$ cat config.mk
export PLATFORM = sky130hd
export DESIGN_NAME = spmp_port
export DESIGN_NICKNAME = d
export VERILOG_FILES = /design/src/shared/spmp_pkg.sv /design/src/hw/spmp_port.sv
export SDC_FILE = /design/constraint.sdc
export NUM_CORES = 1
export LEC_CHECK = 0
export ABC_CLOCK_PERIOD_IN_PS = 3400
export BUFFER_PORTS_ARGS = -buffer_cell sky130_fd_sc_hd__buf_4
export CAP_MARGIN = 20
export CELL_PAD_IN_SITES_DETAIL_PLACEMENT = 0
export CELL_PAD_IN_SITES_GLOBAL_PLACEMENT = 1
export CORE_MARGIN = 3
export CORE_UTILIZATION = 47
export CTS_CLUSTER_SIZE = 25
export DETAILED_ROUTE_END_ITERATION = 10
export PLACE_DENSITY = 0.89
export SETUP_SLACK_MARGIN = 0.5
export SLEW_MARGIN = 20
export SYNTH_ARGS = -nofsm -noshare
export SYNTH_HDL_FRONTEND = slang
export SYNTH_SLANG_ARGS = --single-unit
$ cat constraint.sdc
create_clock -name REF_CLK -period 3.4 [get_ports REF_CLK]
set_input_delay 0.34 -clock REF_CLK [delete_from_list [all_inputs] [get_ports REF_CLK]]
set_output_delay 0.34 -clock REF_CLK [all_outputs]
set_load 0.02 [all_outputs]
$ cat src/shared/spmp_pkg.sv
// shared constants, types and helpers of the serial peripheral port
`default_nettype none
package spmp_pkg;
	// register map (word index on the plain register port)
	localparam logic [1:0] ADDR_CTRL      = 2'h0;
	localparam logic [1:0] ADDR_STAT      = 2'h1;
	localparam logic [1:0] ADDR_DATA      = 2'h2;
	// control register fields
	localparam int         CTRL_IRQ_EN    = 7;
	localparam int         CTRL_PORT_EN   = 6;
	localparam int         CTRL_LSB_FIRST = 5;
	localparam int         CTRL_MASTER    = 4;
	localparam int         CTRL_CLOCK_IDLE_POLARITY      = 3;
	localparam int         CTRL_CLOCK_SAMPLE_PHASE      = 2;
	localparam int         CTRL_RATE_HI   = 1;
	localparam int         CTRL_RATE_LO   = 0;
	localparam logic [7:0] CTRL_RESET     = 8'h00;
	// status register fields
	localparam int         STAT_DONE      = 7;
	localparam int         STAT_WRITE_COLLISION_FLAG      = 6;
	localparam int         STAT_MODE_FAULT_FLAG      = 4;
	// byte framing: eight clock pulses, sixteen serial clock edges
	localparam logic [2:0] LAST_BIT       = 3'h7;
	localparam logic [4:0] LAST_EDGE      = 5'h0F;
	// half serial clock period in bus clocks for divisors 2, 4, 16, 32
	localparam logic [4:0] HALF_DIV2      = 5'h01;
	localparam logic [4:0] HALF_DIV4      = 5'h02;
	localparam logic [4:0] HALF_DIV16     = 5'h08;
	localparam logic [4:0] HALF_DIV32     = 5'h10;
	localparam logic [4:0] HALF_ONE       = 5'h01;
	localparam logic [7:0] BYTE_ZERO      = 8'h00;

	typedef enum logic {SPMP_IDLE, SPMP_SHIFT} spmp_state_e;

	// half period for the two rate bits
	function automatic logic [4:0] spmp_half(input logic [1:0] rate);
		case (rate)
			2'h0:    spmp_half = HALF_DIV2;
			2'h1:    spmp_half = HALF_DIV4;
			2'h2:    spmp_half = HALF_DIV16;
			default: spmp_half = HALF_DIV32;
		endcase
	endfunction
endpackage
`default_nettype wire

$ cat src/hw/spmp_port.sv
// byte-wide serial peripheral port, master or slave, with register port
//
// Overview of operation
// RQ1 - unselected slave leaves its slave-out data pin undriven.
// RQ2 - master mode: slave-out pin is input, master-out and clock pins drive.
// RQ3 - one shift register for send and receive; one done flag ends a byte.
// RQ4 - master holds master-out line high whenever no byte is moving.
// RQ5 - master puts each bit out half a clock period before its latch edge.
// RQ6 - both ends swap exactly one byte over eight clock pulses.
// RQ7 - slave clock is asynchronous; synchronise at byte boundaries only.
// RQ8 - rate bits have no effect in slave mode.
// RQ9 - master divides bus clock by 2, 4, 16 or 32 per rate bits.
// RQ10 - master clock samples slave-out input and shifts master-out data.
// RQ11 - the far master keeps select low from before first edge past eighth.
// RQ12 - select low puts first bit out per phase and blocks data writes.
// RQ13 - data write during a transfer raises the write collision flag.
// RQ14 - deselected slave ignores clock and master-out inputs.
// RQ15 - select low in master mode drops master and enable, sets mode fault.
// RQ16 - with irq enable set, done or mode fault raise an interrupt request.
// RQ17 - port enable hands the four serial pins over to this port.
// RQ18 - lsb-first select picks shift direction; clear means msb first.
// RQ19 - master select 0 is slave mode, 1 is master mode.
// RQ20 - polarity and phase pick one of four timings; both ends must match.
// RQ21 - done flag sets after eighth pulse; status read then data access clears.
// RQ22 - colliding data write is dropped, the byte in flight is kept.
// RQ23 - mode fault clears only by status read seeing it, then control write.
// RQ24 - data reads return a buffer loaded when the done flag sets.
// RQ25 - polarity sets clock idle level; phase picks first or second edge.
//
// The implementer's own choices: the address-and-strobe port and the placing of the registers.
`timescale 1ns/1ns
`default_nettype none
module spmp_port (
	input  wire logic       REF_CLK,    // bus clock, 100 MHz
	input  wire logic       RST,        // asynchronous reset, active high
	input  wire logic [1:0] ADDR,       // register index
	input  wire logic [7:0] WR_DATA,    // register write data
	input  wire logic       WR_EN,      // write strobe
	input  wire logic       RD_EN,      // read strobe
	output logic      [7:0] RD_DATA,    // read data, cycle after strobe
	input  wire logic       SCK_IN,     // serial clock pin level
	output logic            SCK_OUT,    // serial clock drive value
	output logic            SCK_OE,     // serial clock drive enable
	input  wire logic       MOSI_IN,    // master-out pin level
	output logic            MOSI_OUT,   // master-out drive value
	output logic            MOSI_OE,    // master-out drive enable
	input  wire logic       MISO_IN,    // slave-out pin level
	output logic            MISO_OUT,   // slave-out drive value
	output logic            MISO_OE,    // slave-out drive enable
	input  wire logic       SEL_N,      // slave select pin, active low
	output logic            PINS_OWNED, // port pins 2..5 given to this port
	output logic            IRQ         // interrupt request, level
);
	import spmp_pkg::*;

	logic [7:0]  ctrl;
	logic [7:0]  sh;
	logic [7:0]  rx_buf;
	logic        out_bit;
	logic [2:0]  bit_cnt;
	logic [4:0]  half_cnt;
	logic [4:0]  edge_cnt;
	logic        phase;
	spmp_state_e state;
	logic        done_flag, write_collision_flag_flag, mode_fault_flag_flag;
	logic        done_arm, write_collision_flag_arm, mode_fault_flag_arm;
	logic        sck_m, sck_s, sck_d;
	logic        mosi_m, mosi_s, miso_m, miso_s;
	logic        sel_m, sel_s, sel_d;
	logic [3:0]  cap_pipe, end_pipe;
	logic [2:0]  rx_cnt, tx_n, tx_pos;
	logic        m_busy, m_cap, take;

	function automatic logic top_bit(input logic lsb, input logic [7:0] x);
		top_bit = lsb ? x[0] : x[7];
	endfunction

	function automatic logic [7:0] shift_in(input logic lsb, input logic [7:0] x,
		input logic b);
		shift_in = lsb ? {b, x[7:1]} : {x[6:0], b};
	endfunction

	////////////////////////////////////////////////////////////////////////
	// decode of control fields and bus strobes
	logic       master, port_en, clock_idle_polarity, clock_sample_phase, lsb;
	logic       ctrl_wr, stat_rd, data_wr, data_acc;
	assign master   = ctrl[CTRL_MASTER];   // [RQ19]
	assign port_en  = ctrl[CTRL_PORT_EN];
	assign clock_idle_polarity     = ctrl[CTRL_CLOCK_IDLE_POLARITY];
	assign clock_sample_phase     = ctrl[CTRL_CLOCK_SAMPLE_PHASE];
	assign lsb      = ctrl[CTRL_LSB_FIRST];
	assign ctrl_wr  = WR_EN && (ADDR == ADDR_CTRL);
	assign stat_rd  = RD_EN && (ADDR == ADDR_STAT);
	assign data_wr  = WR_EN && (ADDR == ADDR_DATA);
	assign data_acc = (WR_EN || RD_EN) && (ADDR == ADDR_DATA);

	////////////////////////////////////////////////////////////////////////
	// pin synchronisers; only the second stage is ever looked at
	always_ff @(posedge REF_CLK or posedge RST) begin
		if (RST) begin
			sck_m  <= 1'b0;
			sck_s  <= 1'b0;
			mosi_m <= 1'b1;
			mosi_s <= 1'b1;
			miso_m <= 1'b1;
			miso_s <= 1'b1;
			sel_m  <= 1'b1;
			sel_s  <= 1'b1;
		end else begin
			sck_m  <= SCK_IN;
			sck_s  <= sck_m;
			mosi_m <= MOSI_IN;
			mosi_s <= mosi_m;
			miso_m <= MISO_IN;
			miso_s <= miso_m;
			sel_m  <= SEL_N;
			sel_s  <= sel_m;
		end
	end

	// delayed copies for edge detection of the synchronised levels
	always_ff @(posedge REF_CLK or posedge RST) begin
		if (RST) begin
			sck_d <= 1'b0;
			sel_d <= 1'b1;
		end else begin
			sck_d <= sck_s;
			sel_d <= sel_s;
		end
	end

	////////////////////////////////////////////////////////////////////////
	// slave side events; external clock is oversampled so the byte is
	// handed to the bus domain only when the count reaches eight
	logic selected, s_edge, s_lead, s_trail, sel_fall;
	assign selected = !master && port_en && !sel_s;           // [RQ14]
	assign s_edge   = selected && (sck_s != sck_d);           // [RQ7] [RQ8]
	assign s_lead   = s_edge && (sck_s != clock_idle_polarity);              // [RQ25]
	assign s_trail  = s_edge && (sck_s == clock_idle_polarity);
	assign sel_fall = selected && sel_d;

	////////////////////////////////////////////////////////////////////////
	// master side events; an edge every half period of the divided clock
	logic       fault, m_tick, m_lead, m_trail, m_last, start;
	logic [4:0] half;
	assign half    = spmp_half(ctrl[CTRL_RATE_HI:CTRL_RATE_LO]);   // [RQ9]
	assign fault   = master && port_en && !sel_s;                 // [RQ15]
	assign m_tick  = (state == SPMP_SHIFT) && (half_cnt == half - HALF_ONE);
	assign m_lead  = m_tick && !edge_cnt[0];
	assign m_trail = m_tick && edge_cnt[0];
	assign m_last  = m_tick && (edge_cnt == LAST_EDGE);          // [RQ6]
	assign start   = data_wr && master && port_en && !fault && !m_busy;
	// the byte stays busy until the last delayed sample has been taken
	assign m_busy  = (state != SPMP_IDLE) || (|end_pipe);
	assign m_cap   = clock_sample_phase ? m_trail : m_lead;
	// sh shifts late in master mode, so the next bit out is found by index:
	// bits launched so far against shifts already applied
	assign tx_n    = edge_cnt[3:1] + {2'h0, !clock_sample_phase};
	assign tx_pos  = lsb ? (tx_n - rx_cnt) : (LAST_BIT - tx_n + rx_cnt);

	////////////////////////////////////////////////////////////////////////
	// common shift events for both modes
	logic busy, lead, trail, capture, launch, in_bit, xfer_done, write_collision_flag_evt;
	assign busy      = master ? m_busy : selected;                 // [RQ12]
	assign take      = master ? cap_pipe[3] : capture;             // [RQ10]
	assign lead      = m_lead || s_lead;
	assign trail     = m_trail || s_trail;
	assign capture   = clock_sample_phase ? trail : lead;                        // [RQ20] [RQ25]
	assign launch    = clock_sample_phase ? lead : (trail || sel_fall);          // [RQ5] [RQ12]
	assign in_bit    = master ? miso_s : mosi_s;                   // [RQ2] [RQ10]
	assign xfer_done = master ? end_pipe[3] : (capture && (bit_cnt == LAST_BIT));
	assign write_collision_flag_evt  = data_wr && busy;                            // [RQ13]

	////////////////////////////////////////////////////////////////////////
	// control register; a mode fault overrides the master and enable bits of a write in the same cycle
	always_ff @(posedge REF_CLK or posedge RST) begin
		if (RST) begin
			ctrl <= CTRL_RESET;
		end else begin
			if (ctrl_wr) begin
				ctrl <= WR_DATA;
			end
			if (fault) begin
				ctrl[CTRL_MASTER]  <= 1'b0;   // [RQ15]
				ctrl[CTRL_PORT_EN] <= 1'b0;   // [RQ15]
			end
		end
	end

	////////////////////////////////////////////////////////////////////////
	// master sequencer: sixteen edges per byte, aborted by a mode fault
	always_ff @(posedge REF_CLK or posedge RST) begin
		if (RST) begin
			state    <= SPMP_IDLE;
			half_cnt <= 5'h00;
			edge_cnt <= 5'h00;
			phase    <= 1'b0;
		end else begin
			case (state)
				SPMP_IDLE: begin
					half_cnt <= 5'h00;
					edge_cnt <= 5'h00;
					phase    <= 1'b0;
					if (start) begin
						state <= SPMP_SHIFT;
					end
				end
				SPMP_SHIFT: begin
					if (fault || !master) begin
						state <= SPMP_IDLE;
					end else if (m_tick) begin
						half_cnt <= 5'h00;
						edge_cnt <= edge_cnt + 5'h01;
						phase    <= !phase;
						if (m_last) begin
							state <= SPMP_IDLE;
						end
					end else begin
						half_cnt <= half_cnt + 5'h01;
					end
				end
				default: state <= SPMP_IDLE;
			endcase
		end
	end

	////////////////////////////////////////////////////////////////////////
	// master sampling ticks delayed by the pin round trip (registered clock
	// out, two synchroniser stages in); without it fast rates read stale bits
	always_ff @(posedge REF_CLK or posedge RST) begin
		if (RST) begin
			cap_pipe <= 4'h0;
			end_pipe <= 4'h0;
		end else if (fault || !master) begin
			cap_pipe <= 4'h0;
			end_pipe <= 4'h0;
		end else begin
			cap_pipe <= {cap_pipe[2:0], m_cap};    // [RQ10]
			end_pipe <= {end_pipe[2:0], m_last};   // [RQ6]
		end
	end

	// delayed master shifts applied so far in this byte
	always_ff @(posedge REF_CLK or posedge RST) begin
		if (RST) begin
			rx_cnt <= 3'h0;
		end else if (!m_busy) begin
			rx_cnt <= 3'h0;
		end else if (master && take) begin
			rx_cnt <= rx_cnt + 3'h1;
		end
	end

	////////////////////////////////////////////////////////////////////////
	// shared shift register; a colliding write is simply not taken
	always_ff @(posedge REF_CLK or posedge RST) begin
		if (RST) begin
			sh <= BYTE_ZERO;
		end else if (data_wr && !busy) begin
			sh <= WR_DATA;                        // [RQ22]
		end else if (take) begin
			sh <= shift_in(lsb, sh, in_bit);      // [RQ3] [RQ18]
		end
	end

	// outgoing bit stays put between launch events
	always_ff @(posedge REF_CLK or posedge RST) begin
		if (RST) begin
			out_bit <= 1'b1;
		end else if (data_wr && !busy) begin
			out_bit <= top_bit(lsb, WR_DATA);     // [RQ5]
		end else if (launch) begin
			out_bit <= master ? sh[tx_pos] : top_bit(lsb, sh);   // [RQ18]
		end
	end

	// slave bit count restarts whenever select goes away
	always_ff @(posedge REF_CLK or posedge RST) begin
		if (RST) begin
			bit_cnt <= 3'h0;
		end else if (!selected || start) begin
			bit_cnt <= 3'h0;
		end else if (capture) begin
			bit_cnt <= bit_cnt + 3'h1;            // [RQ6]
		end
	end

	// receive buffer loads in the cycle the done flag is raised
	always_ff @(posedge REF_CLK or posedge RST) begin
		if (RST) begin
			rx_buf <= BYTE_ZERO;
		end else if (xfer_done) begin
			rx_buf <= take ? shift_in(lsb, sh, in_bit) : sh;   // [RQ24]
		end
	end

	////////////////////////////////////////////////////////////////////////
	// sticky flags: set wins over the two-step clear
	always_ff @(posedge REF_CLK or posedge RST) begin
		if (RST) begin
			done_flag <= 1'b0;
			done_arm  <= 1'b0;
		end else begin
			if (stat_rd) begin
				done_arm <= done_flag;
			end else if (data_acc) begin
				done_arm <= 1'b0;
			end
			if (xfer_done) begin
				done_flag <= 1'b1;                // [RQ21] [RQ3]
			end else if (data_acc && done_arm) begin
				done_flag <= 1'b0;                // [RQ21]
			end
		end
	end

	always_ff @(posedge REF_CLK or posedge RST) begin
		if (RST) begin
			write_collision_flag_flag <= 1'b0;
			write_collision_flag_arm  <= 1'b0;
		end else begin
			if (stat_rd) begin
				write_collision_flag_arm <= write_collision_flag_flag;
			end else if (data_acc) begin
				write_collision_flag_arm <= 1'b0;
			end
			if (write_collision_flag_evt) begin
				write_collision_flag_flag <= 1'b1;                // [RQ13]
			end else if (data_acc && write_collision_flag_arm) begin
				write_collision_flag_flag <= 1'b0;
			end
		end
	end

	always_ff @(posedge REF_CLK or posedge RST) begin
		if (RST) begin
			mode_fault_flag_flag <= 1'b0;
			mode_fault_flag_arm  <= 1'b0;
		end else begin
			if (stat_rd) begin
				mode_fault_flag_arm <= mode_fault_flag_flag;
			end else if (ctrl_wr) begin
				mode_fault_flag_arm <= 1'b0;
			end
			if (fault) begin
				mode_fault_flag_flag <= 1'b1;                // [RQ15]
			end else if (ctrl_wr && mode_fault_flag_arm) begin
				mode_fault_flag_flag <= 1'b0;                // [RQ23]
			end
		end
	end

	////////////////////////////////////////////////////////////////////////
	// read data, one cycle after the strobe; unmapped index reads zero
	always_ff @(posedge REF_CLK or posedge RST) begin
		if (RST) begin
			RD_DATA <= BYTE_ZERO;
		end else if (RD_EN) begin
			if (ADDR == ADDR_CTRL) begin
				RD_DATA <= ctrl;
			end else if (ADDR == ADDR_STAT) begin
				RD_DATA <= {done_flag, write_collision_flag_flag, 1'b0, mode_fault_flag_flag, 4'h0};
			end else if (ADDR == ADDR_DATA) begin
				RD_DATA <= rx_buf;                // [RQ24]
			end else begin
				RD_DATA <= BYTE_ZERO;
			end
		end
	end

	// interrupt request; masked in this port by the irq enable bit of the control register
	always_ff @(posedge REF_CLK or posedge RST) begin
		if (RST) begin
			IRQ <= 1'b0;
		end else begin
			IRQ <= ctrl[CTRL_IRQ_EN] && (done_flag || mode_fault_flag_flag);   // [RQ16]
		end
	end

	////////////////////////////////////////////////////////////////////////
	// pin drivers, all registered; clock and data share the same delay so
	// their half-period relation is kept at the pins
	always_ff @(posedge REF_CLK or posedge RST) begin
		if (RST) begin
			SCK_OUT    <= 1'b0;
			SCK_OE     <= 1'b0;
			MOSI_OUT   <= 1'b1;
			MOSI_OE    <= 1'b0;
			MISO_OUT   <= 1'b1;
			MISO_OE    <= 1'b0;
			PINS_OWNED <= 1'b0;
		end else begin
			SCK_OUT    <= clock_idle_polarity ^ (phase && (state == SPMP_SHIFT));   // [RQ25]
			SCK_OE     <= master && port_en && !fault;              // [RQ2]
			MOSI_OUT   <= m_busy ? out_bit : 1'b1;                  // [RQ4] [RQ5]
			MOSI_OE    <= master && port_en && !fault;              // [RQ2]
			MISO_OUT   <= out_bit;
			MISO_OE    <= selected;                                 // [RQ1]
			PINS_OWNED <= port_en && !fault;                        // [RQ17]
		end
	end

	////////////////////////////////////////////////////////////////////////
	// checks
	property p_miso_hiz;
		@(posedge REF_CLK) disable iff (RST)
		(!master && sel_s) |=> !MISO_OE;
	endproperty
	a_miso_hiz: assert property (p_miso_hiz) else $error("slave-out driven while deselected"); // [RQ1]

	property p_master_pins;
		@(posedge REF_CLK) disable iff (RST)
		(master && port_en && sel_s) |=> (SCK_OE && MOSI_OE && !MISO_OE);
	endproperty
	a_master_pins: assert property (p_master_pins) else $error("master pin roles wrong"); // [RQ2]

	property p_idle_high;
		@(posedge REF_CLK) disable iff (RST)
		!m_busy |=> MOSI_OUT;
	endproperty
	a_idle_high: assert property (p_idle_high) else $error("master-out not high at idle"); // [RQ4]

	property p_div4;
		@(posedge REF_CLK) disable iff (RST)
		(m_tick && !m_last && ctrl[1:0] == 2'h1 && !fault) |=> !m_tick ##1 (m_tick || fault);
	endproperty
	a_div4: assert property (p_div4) else $error("divide-by-4 spacing wrong"); // [RQ9]

	property p_byte_len;
		@(posedge REF_CLK) disable iff (RST)
		(start && ctrl[1:0] == 2'h0) |-> ##[1:20] (xfer_done || fault || !master);
	endproperty
	a_byte_len: assert property (p_byte_len) else $error("byte not done in time"); // [RQ6]

	property p_write_collision_flag;
		@(posedge REF_CLK) disable iff (RST)
		(data_wr && busy && !take) |=> (write_collision_flag_flag && sh == $past(sh));
	endproperty
	a_write_collision_flag: assert property (p_write_collision_flag) else $error("collision not flagged or write taken"); // [RQ22]

	property p_fault;
		@(posedge REF_CLK) disable iff (RST)
		fault |=> (!master && !port_en && mode_fault_flag_flag && state == SPMP_IDLE);
	endproperty
	a_fault: assert property (p_fault) else $error("mode fault not handled"); // [RQ15]

	property p_done;
		@(posedge REF_CLK) disable iff (RST)
		xfer_done |=> (done_flag && rx_buf == sh);
	endproperty
	a_done: assert property (p_done) else $error("done flag or buffer wrong"); // [RQ24]

	property p_mode_fault_flag_hold;
		@(posedge REF_CLK) disable iff (RST)
		(mode_fault_flag_flag && !mode_fault_flag_arm) |=> mode_fault_flag_flag;
	endproperty
	a_mode_fault_flag_hold: assert property (p_mode_fault_flag_hold) else $error("mode fault cleared early"); // [RQ23]

	property p_irq;
		@(posedge REF_CLK) disable iff (RST)
		(ctrl[CTRL_IRQ_EN] && (done_flag || mode_fault_flag_flag)) |=> IRQ;
	endproperty
	a_irq: assert property (p_irq) else $error("interrupt not raised"); // [RQ16]

	property p_slave_idle;
		@(posedge REF_CLK) disable iff (RST)
		!master |=> (state == SPMP_IDLE);
	endproperty
	a_slave_idle: assert property (p_slave_idle) else $error("master sequencer in slave mode"); // [RQ19]

	c_master_byte: cover property (@(posedge REF_CLK) disable iff (RST) master && xfer_done);
	c_slave_byte:  cover property (@(posedge REF_CLK) disable iff (RST) !master && xfer_done);
	c_fault:       cover property (@(posedge REF_CLK) disable iff (RST) fault);
	c_collision:   cover property (@(posedge REF_CLK) disable iff (RST) write_collision_flag_evt);
endmodule // spmp_port
`default_nettype wire

==> metrics.cfg, run 1 <==
[run]
drv_cap = 0

[routing]
remaining_drc_errors = 0
wl_per_cell_um = 17.03
drtAntennaViolNets = 0
drt_wl_total_um = 10150
drt-initial-drc-count = 263
first_pass_iters = 4
vias = 3420
vias_per_cell = 5.738

[layout]
antenna-diode-count = 0
nNetsFinal = 514
drive_gt1_share_pct = 16.39
multiInputGateArea_um2 = 2158
final_util_pct = 55.56
final_common_cell = dfrtp_1
layout_common_cells = dfrtp_1 (71), nand2_1 (59), buf_4 (42), mux2i_1 (34), nor2_1 (34)
area_delta_synth_final_pct = 11.87
seq_area_um2 = 2066
nFillCells = 789
final_cell_area_um2 = 4964

[synth]
syn_nets = 494
synth.avg_cell_area_um2 = 9.583
ys_ff_latch = 82
seq_area_frac_synth_pct = 46.53
synth.largest_area_cell = dfrtp_1
synth.yosys.warnings = 0
synthTopCellsByArea = dfrtp_1 (41%), mux2i_1 (7.7%), dfstp_2 (5.9%)
synth.distinct_cells = 49
async_flop_share_pct = 100.0
syn_inst = 463
yosysTopAreaCellShare_pct = 40.61
synth-main-ff-cell = dfrtp_1
synth-edff-count = 0
syn_area_um2 = 4437

[critical_path]
r2r-end = sh[3]$_DFF_PP0_
cp_cell_sequence = or2_1, ha_1, xnor2_1, or3_1, a21oi_2, a32o_2, buf_4, mux2i_1, a21oi_1
ff2ff_path_depth = 9
timing.critical_path.from_type = register
crit_path_max_incr_delay_ps = 440
cp-end-kind = register
path_max_fanout = 12
crit_required_ps = 3610
worst-path-buf-inv = 1
rrSetupSlack_ps = 640
path_delay_family = compound AO/OA/AOI/OAI gates
cp_data_arrival_time_ps = 2960
r2r_start = ctrl[0]$_DFFE_PP0P_
cp_slowest_cell = dfrtp_1
crit_type = reg2reg

[min_path]
min_to = sel_m$_DFF_PP1_
hold_depth = 1
min-delay-start = SEL_N
hold_path_class = in2reg

[placed_design]
place_hpwl_um = 7145
portBuffers = 33
place_area_um2 = 4716
gp_congestion = 0.8508

[clocking]
cts_tree = done
hold_buffers = 0
htreeDepth = 3
cts.sinks = 82
cts_buffers = 9
clockBufferDepth = 2
clk_pin_slew_ps = 90
root_buffer = clkbuf_8
insertion_delay_ps = 360

[floorplan]
core_um2 = 8934
die_x_um = 103.2
dieArea_um2 = 10640
ios = 34
dieHeight_um = 103.2
start_util_pct = 49.66
num_rows = 34

[timing]
fin_worst_skew_ps = 12.83
setup_violations = 0
setup_tns_ps = 0
min_period_over_period_pct = 81.05
worst_pin_slew_ps = 925.6
fmax_mhz = 362.9
hold_viol_final = 0
finalCriticalPeriod_ps = 2756
rsz0062_at_grt = true
slew_violations = 0
relSlewSlack_pct = 38.29

[power_and_ir_drop]
power.density_nw_per_um2 = 573.9
ir_drop_uv = 282.2
power.leakage_uw = 0.002243

[global_route]
grt_max_degree = 52
track_usage_pct = 20.52
grt_pass1_wl_um = 16820
antenna_found_initial = 0
grt_overflow = 0
grt_pass1_vias = 3315

[outcome]
status = finished clean

==> logic make-up after synthesis <==
logic type / count (synthesis) / synth area share (%)
AO/OA/AOI/OAI: 97 / 14.04
AND/OR/NAND/NOR: 171 / 19.32
buffers and inverters: 49 / 4.907
multiplexers: 37 / 8.432
flip-flops: 82 / 46.53
XOR/XNOR: 14 / 2.764
adder cells (fa/ha/maj): 13 / 4.005
==> cell usage after synthesis (2+ instances only) <==
cell and count:
nand3_1 11, nand2b_1 10, nand3b_1 5, a32o_1 3, a211oi_1 4, dfrtp_1 72
nand2_1 59, nand4b_1 8, fa_1 2, and3_1 8, a21oi_1 30, clkbuf_1 22
mux2_2 3, buf_1 3, inv_1 16, a21boi_0 4, o211ai_1 3, o21a_1 5
nor3_1 4, xor2_1 4, nor2b_1 12, and2_1 8, ha_1 11, a211o_1 2
o21ai_0 25, or3_1 2, o311a_1 9, nand4_1 2, dfstp_2 10, or3b_2 3
o22ai_1 6, buf_2 5, mux2i_1 34, nor2_1 34, xnor2_1 10
==> layout make-up <==
cell class | instances | share of cell area, %
clock inverters | 5 | 1.739
clock buffers | 11 | 2.849
flip-flops and latches | 82 | 41.62
repair buffers | 42 | 6.352
well taps | 108 | 2.722
inverters | 16 | 1.235
multi-input cells | 332 | 43.48
==> registers in the layout, indices dropped and copies added (netlist names), 3 cells and up <==
signal,count
RD_DATA,8
ctrl,8
rx_buf,8
sh,8
edge_cnt,5
half_cnt,5
cap_pipe,4
end_pipe,4
bit_cnt,3
rx_cnt,3
==> power breakdown <==
| group | switching, µW | internal (µW) |
|---|---|---|
| sequential | 172 | 1110 |
| clock | 369 | 439 |
| combinational | 432 | 325 |
| total | 973 | 1880 |
==> what timing repair did <==
item	in CTS	in global routing
resized for setup	0	3
setup buffers	0	2
setup endpoints to repair	0	3
==> layer usage <==
layer	track usage, %	vias up	share of wire (%)
met2	33.84	100	49
met1	28.03	1655	45
met5	0	-	0
met4	5.478	0	1.0
li1	-	1656	-
met3	3.586	9	5.0
==> stage by stage <==
stage / power, µW / setup WS, ps / hold WS [ps] / cells
detailed placement: 2044 / 520.7 / 336.3 / 578
CTS: 2855 / 515.6 / 64.22 / 594
global placement: 2029 / 645.7 / 345.8 / 578
floorplan: 1807 / 668.6 / 331.2 / 463
global route: 3016 / 488.7 / 55.87 / 596
finish: 2848 / 644.3 / 76.51 / 596
==> how the worst max path moves through the flow <==
stage,startpoint,end,slack [ps],depth (start not counted)
6_report,ctrl[0]$_DFFE_PP0P_,sh[3]$_DFF_PP0_,640,9
2_1_floorplan,ctrl[2]$_DFFE_PP0P_,out_bit$_DFFE_PP1P_,670,11
3_3_place_gp,ctrl[2]$_DFFE_PP0P_,out_bit$_DFFE_PP1P_,650,12
5_1_grt,ctrl[2]$_DFFE_PP0P_,out_bit$_DFFE_PP1P_,490,11
3_5_place_dp,ctrl[2]$_DFFE_PP0P_,out_bit$_DFFE_PP1P_,520,12
4_1_cts,ctrl[2]$_DFFE_PP0P_,out_bit$_DFFE_PP1P_,520,10
No activity file was read; power rests on OpenSTA's default activity.
==> run 2: changes to the inputs <==
--- a/config.mk
+++ b/config.mk
@@ -5,16 +5,16 @@
 export SDC_FILE = /design/constraint.sdc
 export NUM_CORES = 1
 export LEC_CHECK = 0
-export ABC_CLOCK_PERIOD_IN_PS = 3400
+export ABC_CLOCK_PERIOD_IN_PS = 2500
 export BUFFER_PORTS_ARGS = -buffer_cell sky130_fd_sc_hd__buf_4
 export CAP_MARGIN = 20
 export CELL_PAD_IN_SITES_DETAIL_PLACEMENT = 0
 export CELL_PAD_IN_SITES_GLOBAL_PLACEMENT = 1
 export CORE_MARGIN = 3
-export CORE_UTILIZATION = 47
+export CORE_UTILIZATION = 42
 export CTS_CLUSTER_SIZE = 25
 export DETAILED_ROUTE_END_ITERATION = 10
-export PLACE_DENSITY = 0.89
+export PLACE_DENSITY = 0.84
 export SETUP_SLACK_MARGIN = 0.5
 export SLEW_MARGIN = 20
 export SYNTH_ARGS = -nofsm -noshare
==> constraint.sdc (replaced) <==
create_clock -name REF_CLK -period 2.5 [get_ports REF_CLK]
set_input_delay 0.25 -clock REF_CLK [delete_from_list [all_inputs] [get_ports REF_CLK]]
set_output_delay 0.25 -clock REF_CLK [all_outputs]
set_load 0.02 [all_outputs]
==> run 2 against run 1 <==
The run now ends with setup timing left. Setup slack worse by 730 ps. Combinational power up 66%. Register-to-register slack worse by 730 ps. Global-route usage down 1.0 points. Cell count up 8.9%. Sequential share of layout area down 4.0 points. Fmax up 6.7%. Non-clock buffer count up 28. Flip-flop and latch count unchanged. Die area up 11%.
==> metrics.cfg, run 2 (synthesis gave the netlist of run 1 again) <==
[placed_design]
place_hpwl_um = 7457
place_area_um2 = 4957
portBuffers = 33
gp_congestion = 0.8667
dp.cells = 617

[routing]
remaining_drc_errors = 0
drt_wl_total_um = 10730
first_pass_iters = 4
vias = 3536
drtAntennaViolNets = 0
vias_per_cell = 5.448
drt-initial-drc-count = 174
wl_per_cell_um = 16.54

[clocking]
insertion_delay_ps = 350
root_buffer = clkbuf_8
htreeDepth = 3
cts.sinks = 82
clockBufferDepth = 2
cts_buffers = 9
clk_pin_slew_ps = 80
cts_tree = done

[global_route]
grt_overflow = 0
track_usage_pct = 19.48
antenna_found_initial = 0
grt_max_degree = 32
grt_pass1_wl_um = 17910
grt_pass1_vias = 3493

[timing]
fmax_mhz = 387.4
slew_violations = 0
fin_worst_skew_ps = 14.18
relSlewSlack_pct = 52.44
finalCriticalPeriod_ps = 2582
hold_viol_final = 0
finalWorstSetupSlack_ps = -81.53
timing.hold.ws_ps = 2.031
min_period_over_period_pct = 103.3
rsz0062_at_grt = true
setup_violations = 1
worst_pin_slew_ps = 711.9

[power_and_ir_drop]
power.leakage_uw = 0.002444
power.density_nw_per_um2 = 723.2
report.power.total_uw = 3971
ir_drop_uv = 432.0

[layout]
drive_gt1_share_pct = 25.39
final_cell_area_um2 = 5490
final_common_cell = dfrtp_1
area_delta_synth_final_pct = 23.75
layout_common_cells = dfrtp_1 (72), nand2_1 (56), buf_4 (52), mux2i_1 (33), nor2_1 (32)
nFillCells = 918
final-instance-count-excl-fill = 649
nNetsFinal = 542
final_util_pct = 54.90
antenna-diode-count = 0

[critical_path]
timing.critical_path.from_type = register
cp-end-kind = register
crit_required_ps = 2770
crit_type = reg2reg
cp_data_arrival_time_ps = 2860
path_max_fanout = 6

[floorplan]
start_util_pct = 44.37
die_x_um = 108.8
ios = 34
dieArea_um2 = 11830
core_um2 = 10000
dieHeight_um = 108.8
num_rows = 36

[outcome]
violations = setup timing
status = finished, violations left

[run]
drv_cap = 0

[min_path]
hold_path_class = in2async

run 2: worst paths after layout:
check / cells past startpoint / startpoint / slack, ps / end
worst max-delay path: 11 / ctrl[2]$_DFFE_PP0P_ / -80 / out_bit$_DFFE_PP1P_
worst min-delay path: 2 / RST / 2 / sck_d$_DFF_PP0_
worst max register to register: 11 / ctrl[2]$_DFFE_PP0P_ / -80 / out_bit$_DFFE_PP1P_
worst min register to register: 0 / mosi_m$_DFF_PP1_ / 360 / mosi_s$_DFF_PP1_
max in group asynchronous: 3 / RST / 1750 / RD_DATA[2]$_DFFE_PP0P_
min in group REF_CLK: 3 / WR_DATA[5] / 100 / ctrl[5]$_DFFE_PP0P_
run 2: per-stage QoR:
| stage | TNS, ps | worst slack (ps) |
|---|---|---|
| after floorplan | -5.566 | -5.566 |
| after global placement | -9.866 | -9.866 |
| after detailed placement | -90.75 | -90.75 |
| after CTS | -66.52 | -66.52 |
| after global routing | -1070 | -214.6 |
| final | -81.53 | -81.53 |
run 2: routing by layer:
| metal | track usage (%) | wire [µm] | vias to the layer above |
|---|---|---|---|
| met5 | 0 | 0 | - |
| met4 | 6.402 | 130 | 0 |
| met3 | 3.256 | 278 | 11 |
| met2 | 32.08 | 5437 | 59 |
| met1 | 26.20 | 4887 | 1762 |
| li1 | - | - | 1704 |
run 2: layout make-up:
type | instances | area (µm²) | share of cell area [%]
Sequential cell | 82 | 2064 | 37.60
Clock buffer | 14 | 162.7 | 2.963
Multi-Input combinational cell | 332 | 2344 | 42.68
Inverter | 16 | 68.82 | 1.253
Tap cell | 133 | 166.4 | 3.031
Clock inverter | 2 | 37.54 | 0.6837
Timing Repair Buffer | 70 | 646.9 | 11.78
run 2: power by group:
part           switching [µW]  total [µW]  internal, µW
registers                 220        1730          1510
clock network             457         975           518
logic                     683        1260           581
total                    1360        3970          2610
run 2: repair_timing:
item / CTS / global route
buffers inserted: 8 / 3
hold buffers: 4 / 0
gates cloned: 1 / 0
setup endpoints to repair: 35 / 35
pin swaps: 15 / 12
hold endpoints to repair: 4 / 0
resized for setup: 24 / 13
run 2: worst max-delay path: stages, from the launching register on:
cell,delay (ps)
dfrtp_1,400
inv_4,50
ha_4,270
inv_4,40
ha_2,170
fa_2,590
or3b_2,130
a21oi_1,50
nor4_1,260
mux2i_1,110
a211o_1,260
a31oi_1,190
==> run 3: changes to the inputs <==
--- a/config.mk
+++ b/config.mk
@@ -6,15 +6,15 @@
 export NUM_CORES = 1
 export LEC_CHECK = 0
 export ABC_CLOCK_PERIOD_IN_PS = 2500
-export BUFFER_PORTS_ARGS = -buffer_cell sky130_fd_sc_hd__buf_4
 export CAP_MARGIN = 20
 export CELL_PAD_IN_SITES_DETAIL_PLACEMENT = 0
 export CELL_PAD_IN_SITES_GLOBAL_PLACEMENT = 1
 export CORE_MARGIN = 3
-export CORE_UTILIZATION = 42
+export CORE_UTILIZATION = 45
 export CTS_CLUSTER_SIZE = 25
 export DETAILED_ROUTE_END_ITERATION = 10
-export PLACE_DENSITY = 0.84
+export DONT_BUFFER_PORTS = 1
+export PLACE_DENSITY = 0.85
 export SETUP_SLACK_MARGIN = 0.5
 export SLEW_MARGIN = 20
 export SYNTH_ARGS = -nofsm -noshare
==> run 3 against run 2 <==
Cell count shrank 4.0%. Highest routed layer unchanged. Sequential share of layout area grew 0.74 points. Die area shrank 6.3%. Register-to-register slack lost 20 ps. The run still ends with setup timing left.
==> metrics.cfg, run 3 (synthesis gave the netlist of run 1 again) <==
[layout]
antenna-diode-count = 0
final_common_cell = dfrtp_1
layout_common_cells = dfrtp_1 (72), nand2_1 (57), mux2i_1 (34), nor2_1 (32), a21oi_1 (26)
final-instance-count-excl-fill = 623
drive_gt1_share_pct = 21.46
area_delta_synth_final_pct = 21.35
nFillCells = 800
nNetsFinal = 520

[min_path]
min_to = ctrl[0]$_DFFE_PP0P_
hold_path_class = in2reg
min-delay-start = WR_DATA[0]
hold_depth = 2

[floorplan]
dieHeight_um = 105.3
dieArea_um2 = 11090
core_um2 = 9415
ios = 34
die_x_um = 105.3
num_rows = 35
start_util_pct = 47.12

[timing]
fin_worst_skew_ps = 12.02
relSlewSlack_pct = 51.63
rsz0062_at_grt = true
finalCriticalPeriod_ps = 2602
slew_violations = 0
finalWorstSetupSlack_ps = -102.2
hold_viol_final = 0
fmax_mhz = 384.3
setup_violations = 1
worst_pin_slew_ps = 725.5
min_period_over_period_pct = 104.1

[clocking]
clk_pin_slew_ps = 100
insertion_delay_ps = 360
cts_buffers = 9
htreeDepth = 3
cts_tree = done
root_buffer = clkbuf_8
cts.sinks = 82
clockBufferDepth = 2

[outcome]
status = finished, violations left
violations = setup timing

[critical_path]
path_max_fanout = 6
r2r_start = ctrl[2]$_DFFE_PP0P_
cp_data_arrival_time_ps = 2900
ff2ff_path_depth = 12
crit_required_ps = 2800
cp-end-kind = register
timing.critical_path.from_type = register
crit_type = reg2reg
rrSetupSlack_ps = -100
r2r-end = out_bit$_DFFE_PP1P_

[run]
drv_cap = 0

[power_and_ir_drop]
p_sw_uw = 1425
p_int_uw = 2634
switching_share_pct = 35.10
power_frac_seq_pct = 44.2
power_frac_clock_pct = 27.8
pwr-share-comb_pct = 28.0
report.power.total_uw = 4058
power.density_nw_per_um2 = 753.8
ir_drop_uv = 384.8
power.leakage_uw = 0.002354

[routing]
wl_per_cell_um = 17.17
drtAntennaViolNets = 0
vias = 3456
first_pass_iters = 4
vias_per_cell = 5.547
remaining_drc_errors = 0
drt-initial-drc-count = 137
drt_wl_total_um = 10700

[placed_design]
place_hpwl_um = 7149
portBuffers = 0
gp_congestion = 0.8840
dp.cells = 581

[global_route]
track_usage_pct = 19.88
grt_max_degree = 83
grt_pass1_wl_um = 17660
grt_pass1_vias = 3516
antenna_found_initial = 0
grt_overflow = 0

-- run 3: repair_timing --
action | CTS | global route
endpoints found under the setup margin | 35 | 35
endpoints found under the hold margin | 88 | 0
gates cloned | 1 | 0
hold buffers | 10 | 0
setup buffers | 9 | 6
gates resized for setup | 26 | 16
pin swaps | 19 | 17
-- run 3: power by group through the flow --
stage                     logic (µW)  registers [µW]  clock network (µW)
after detailed placement         956            1820                   0
after CTS                       1070            1790                1150
after global placement           933            1810                   0
final                           1140            1800                1130
after floorplan                  787            1720                   0
after global routing            1250            1820                1220
-- run 3: how the worst max path moves through the flow --
stage / startpoint / to / slack [ps] / depth (start not counted)
floorplan: ctrl[2]$_DFFE_PP0P_ / out_bit$_DFFE_PP1P_ / -6 / 13
global placement: ctrl[2]$_DFFE_PP0P_ / out_bit$_DFFE_PP1P_ / -20 / 11
detailed placement: ctrl[2]$_DFFE_PP0P_ / out_bit$_DFFE_PP1P_ / -170 / 12
CTS: edge_cnt[1]$_DFFE_PP0P_ / out_bit$_DFFE_PP1P_ / -60 / 11
global route: ctrl[2]$_DFFE_PP0P_ / out_bit$_DFFE_PP1P_ / -250 / 12
finish: ctrl[2]$_DFFE_PP0P_ / out_bit$_DFFE_PP1P_ / -100 / 12
-- run 3: final cells by class --
class                   instances  area, µm²  share of cell area (%)
clock inverters                 7      106.4                   1.975
repair buffers                 48      503.0                   9.342
inverters                      16      68.82                   1.278
clock buffers                   9      123.9                   2.301
well taps                     129      161.4                   2.998
flip-flops and latches         82       2064                   38.35
multi-input cells             332       2356                   43.76
-- run 3: metal layers --
| metal | track usage (%) | up-vias | wire (µm) |
|---|---|---|---|
| li1 | - | 1664 | - |
| met4 | 5.436 | 0 | 116 |
| met2 | 34.11 | 65 | 5565 |
| met3 | 3.797 | 13 | 371 |
| met5 | 0 | - | 0 |
| met1 | 25.69 | 1714 | 4648 |
-- run 3: through the flow --
| step | setup TNS [ps] | hold WS (ps) | utilization, % | instance area (µm²) | setup WS (ps) |
|---|---|---|---|---|---|
| after global placement | -22.90 | 254.5 | 50.05 | 4712 | -22.90 |
| final | -102.2 | 12.18 | 57.18 | 5384 | -102.2 |
| after global routing | -1389 | 5.286 | 57.18 | 5384 | -248.2 |
| after detailed placement | -167.0 | 254.5 | 50.05 | 4712 | -167.0 |
| after floorplan | -5.566 | 254.5 | - | 4541 | -5.566 |
| after CTS | -60.58 | 1.379 | 55.92 | 5265 | -60.58 |
-- run 3: critical path, stage by stage (launching register included) --
cell	delay, ps
dfrtp_1	410
inv_4	50
ha_4	270
inv_4	40
ha_4	150
inv_2	50
fa_2	460
nor2b_1	160
a32o_1	250
a211oi_2	170
mux2i_1	120
a211o_1	290
a31oi_1	120
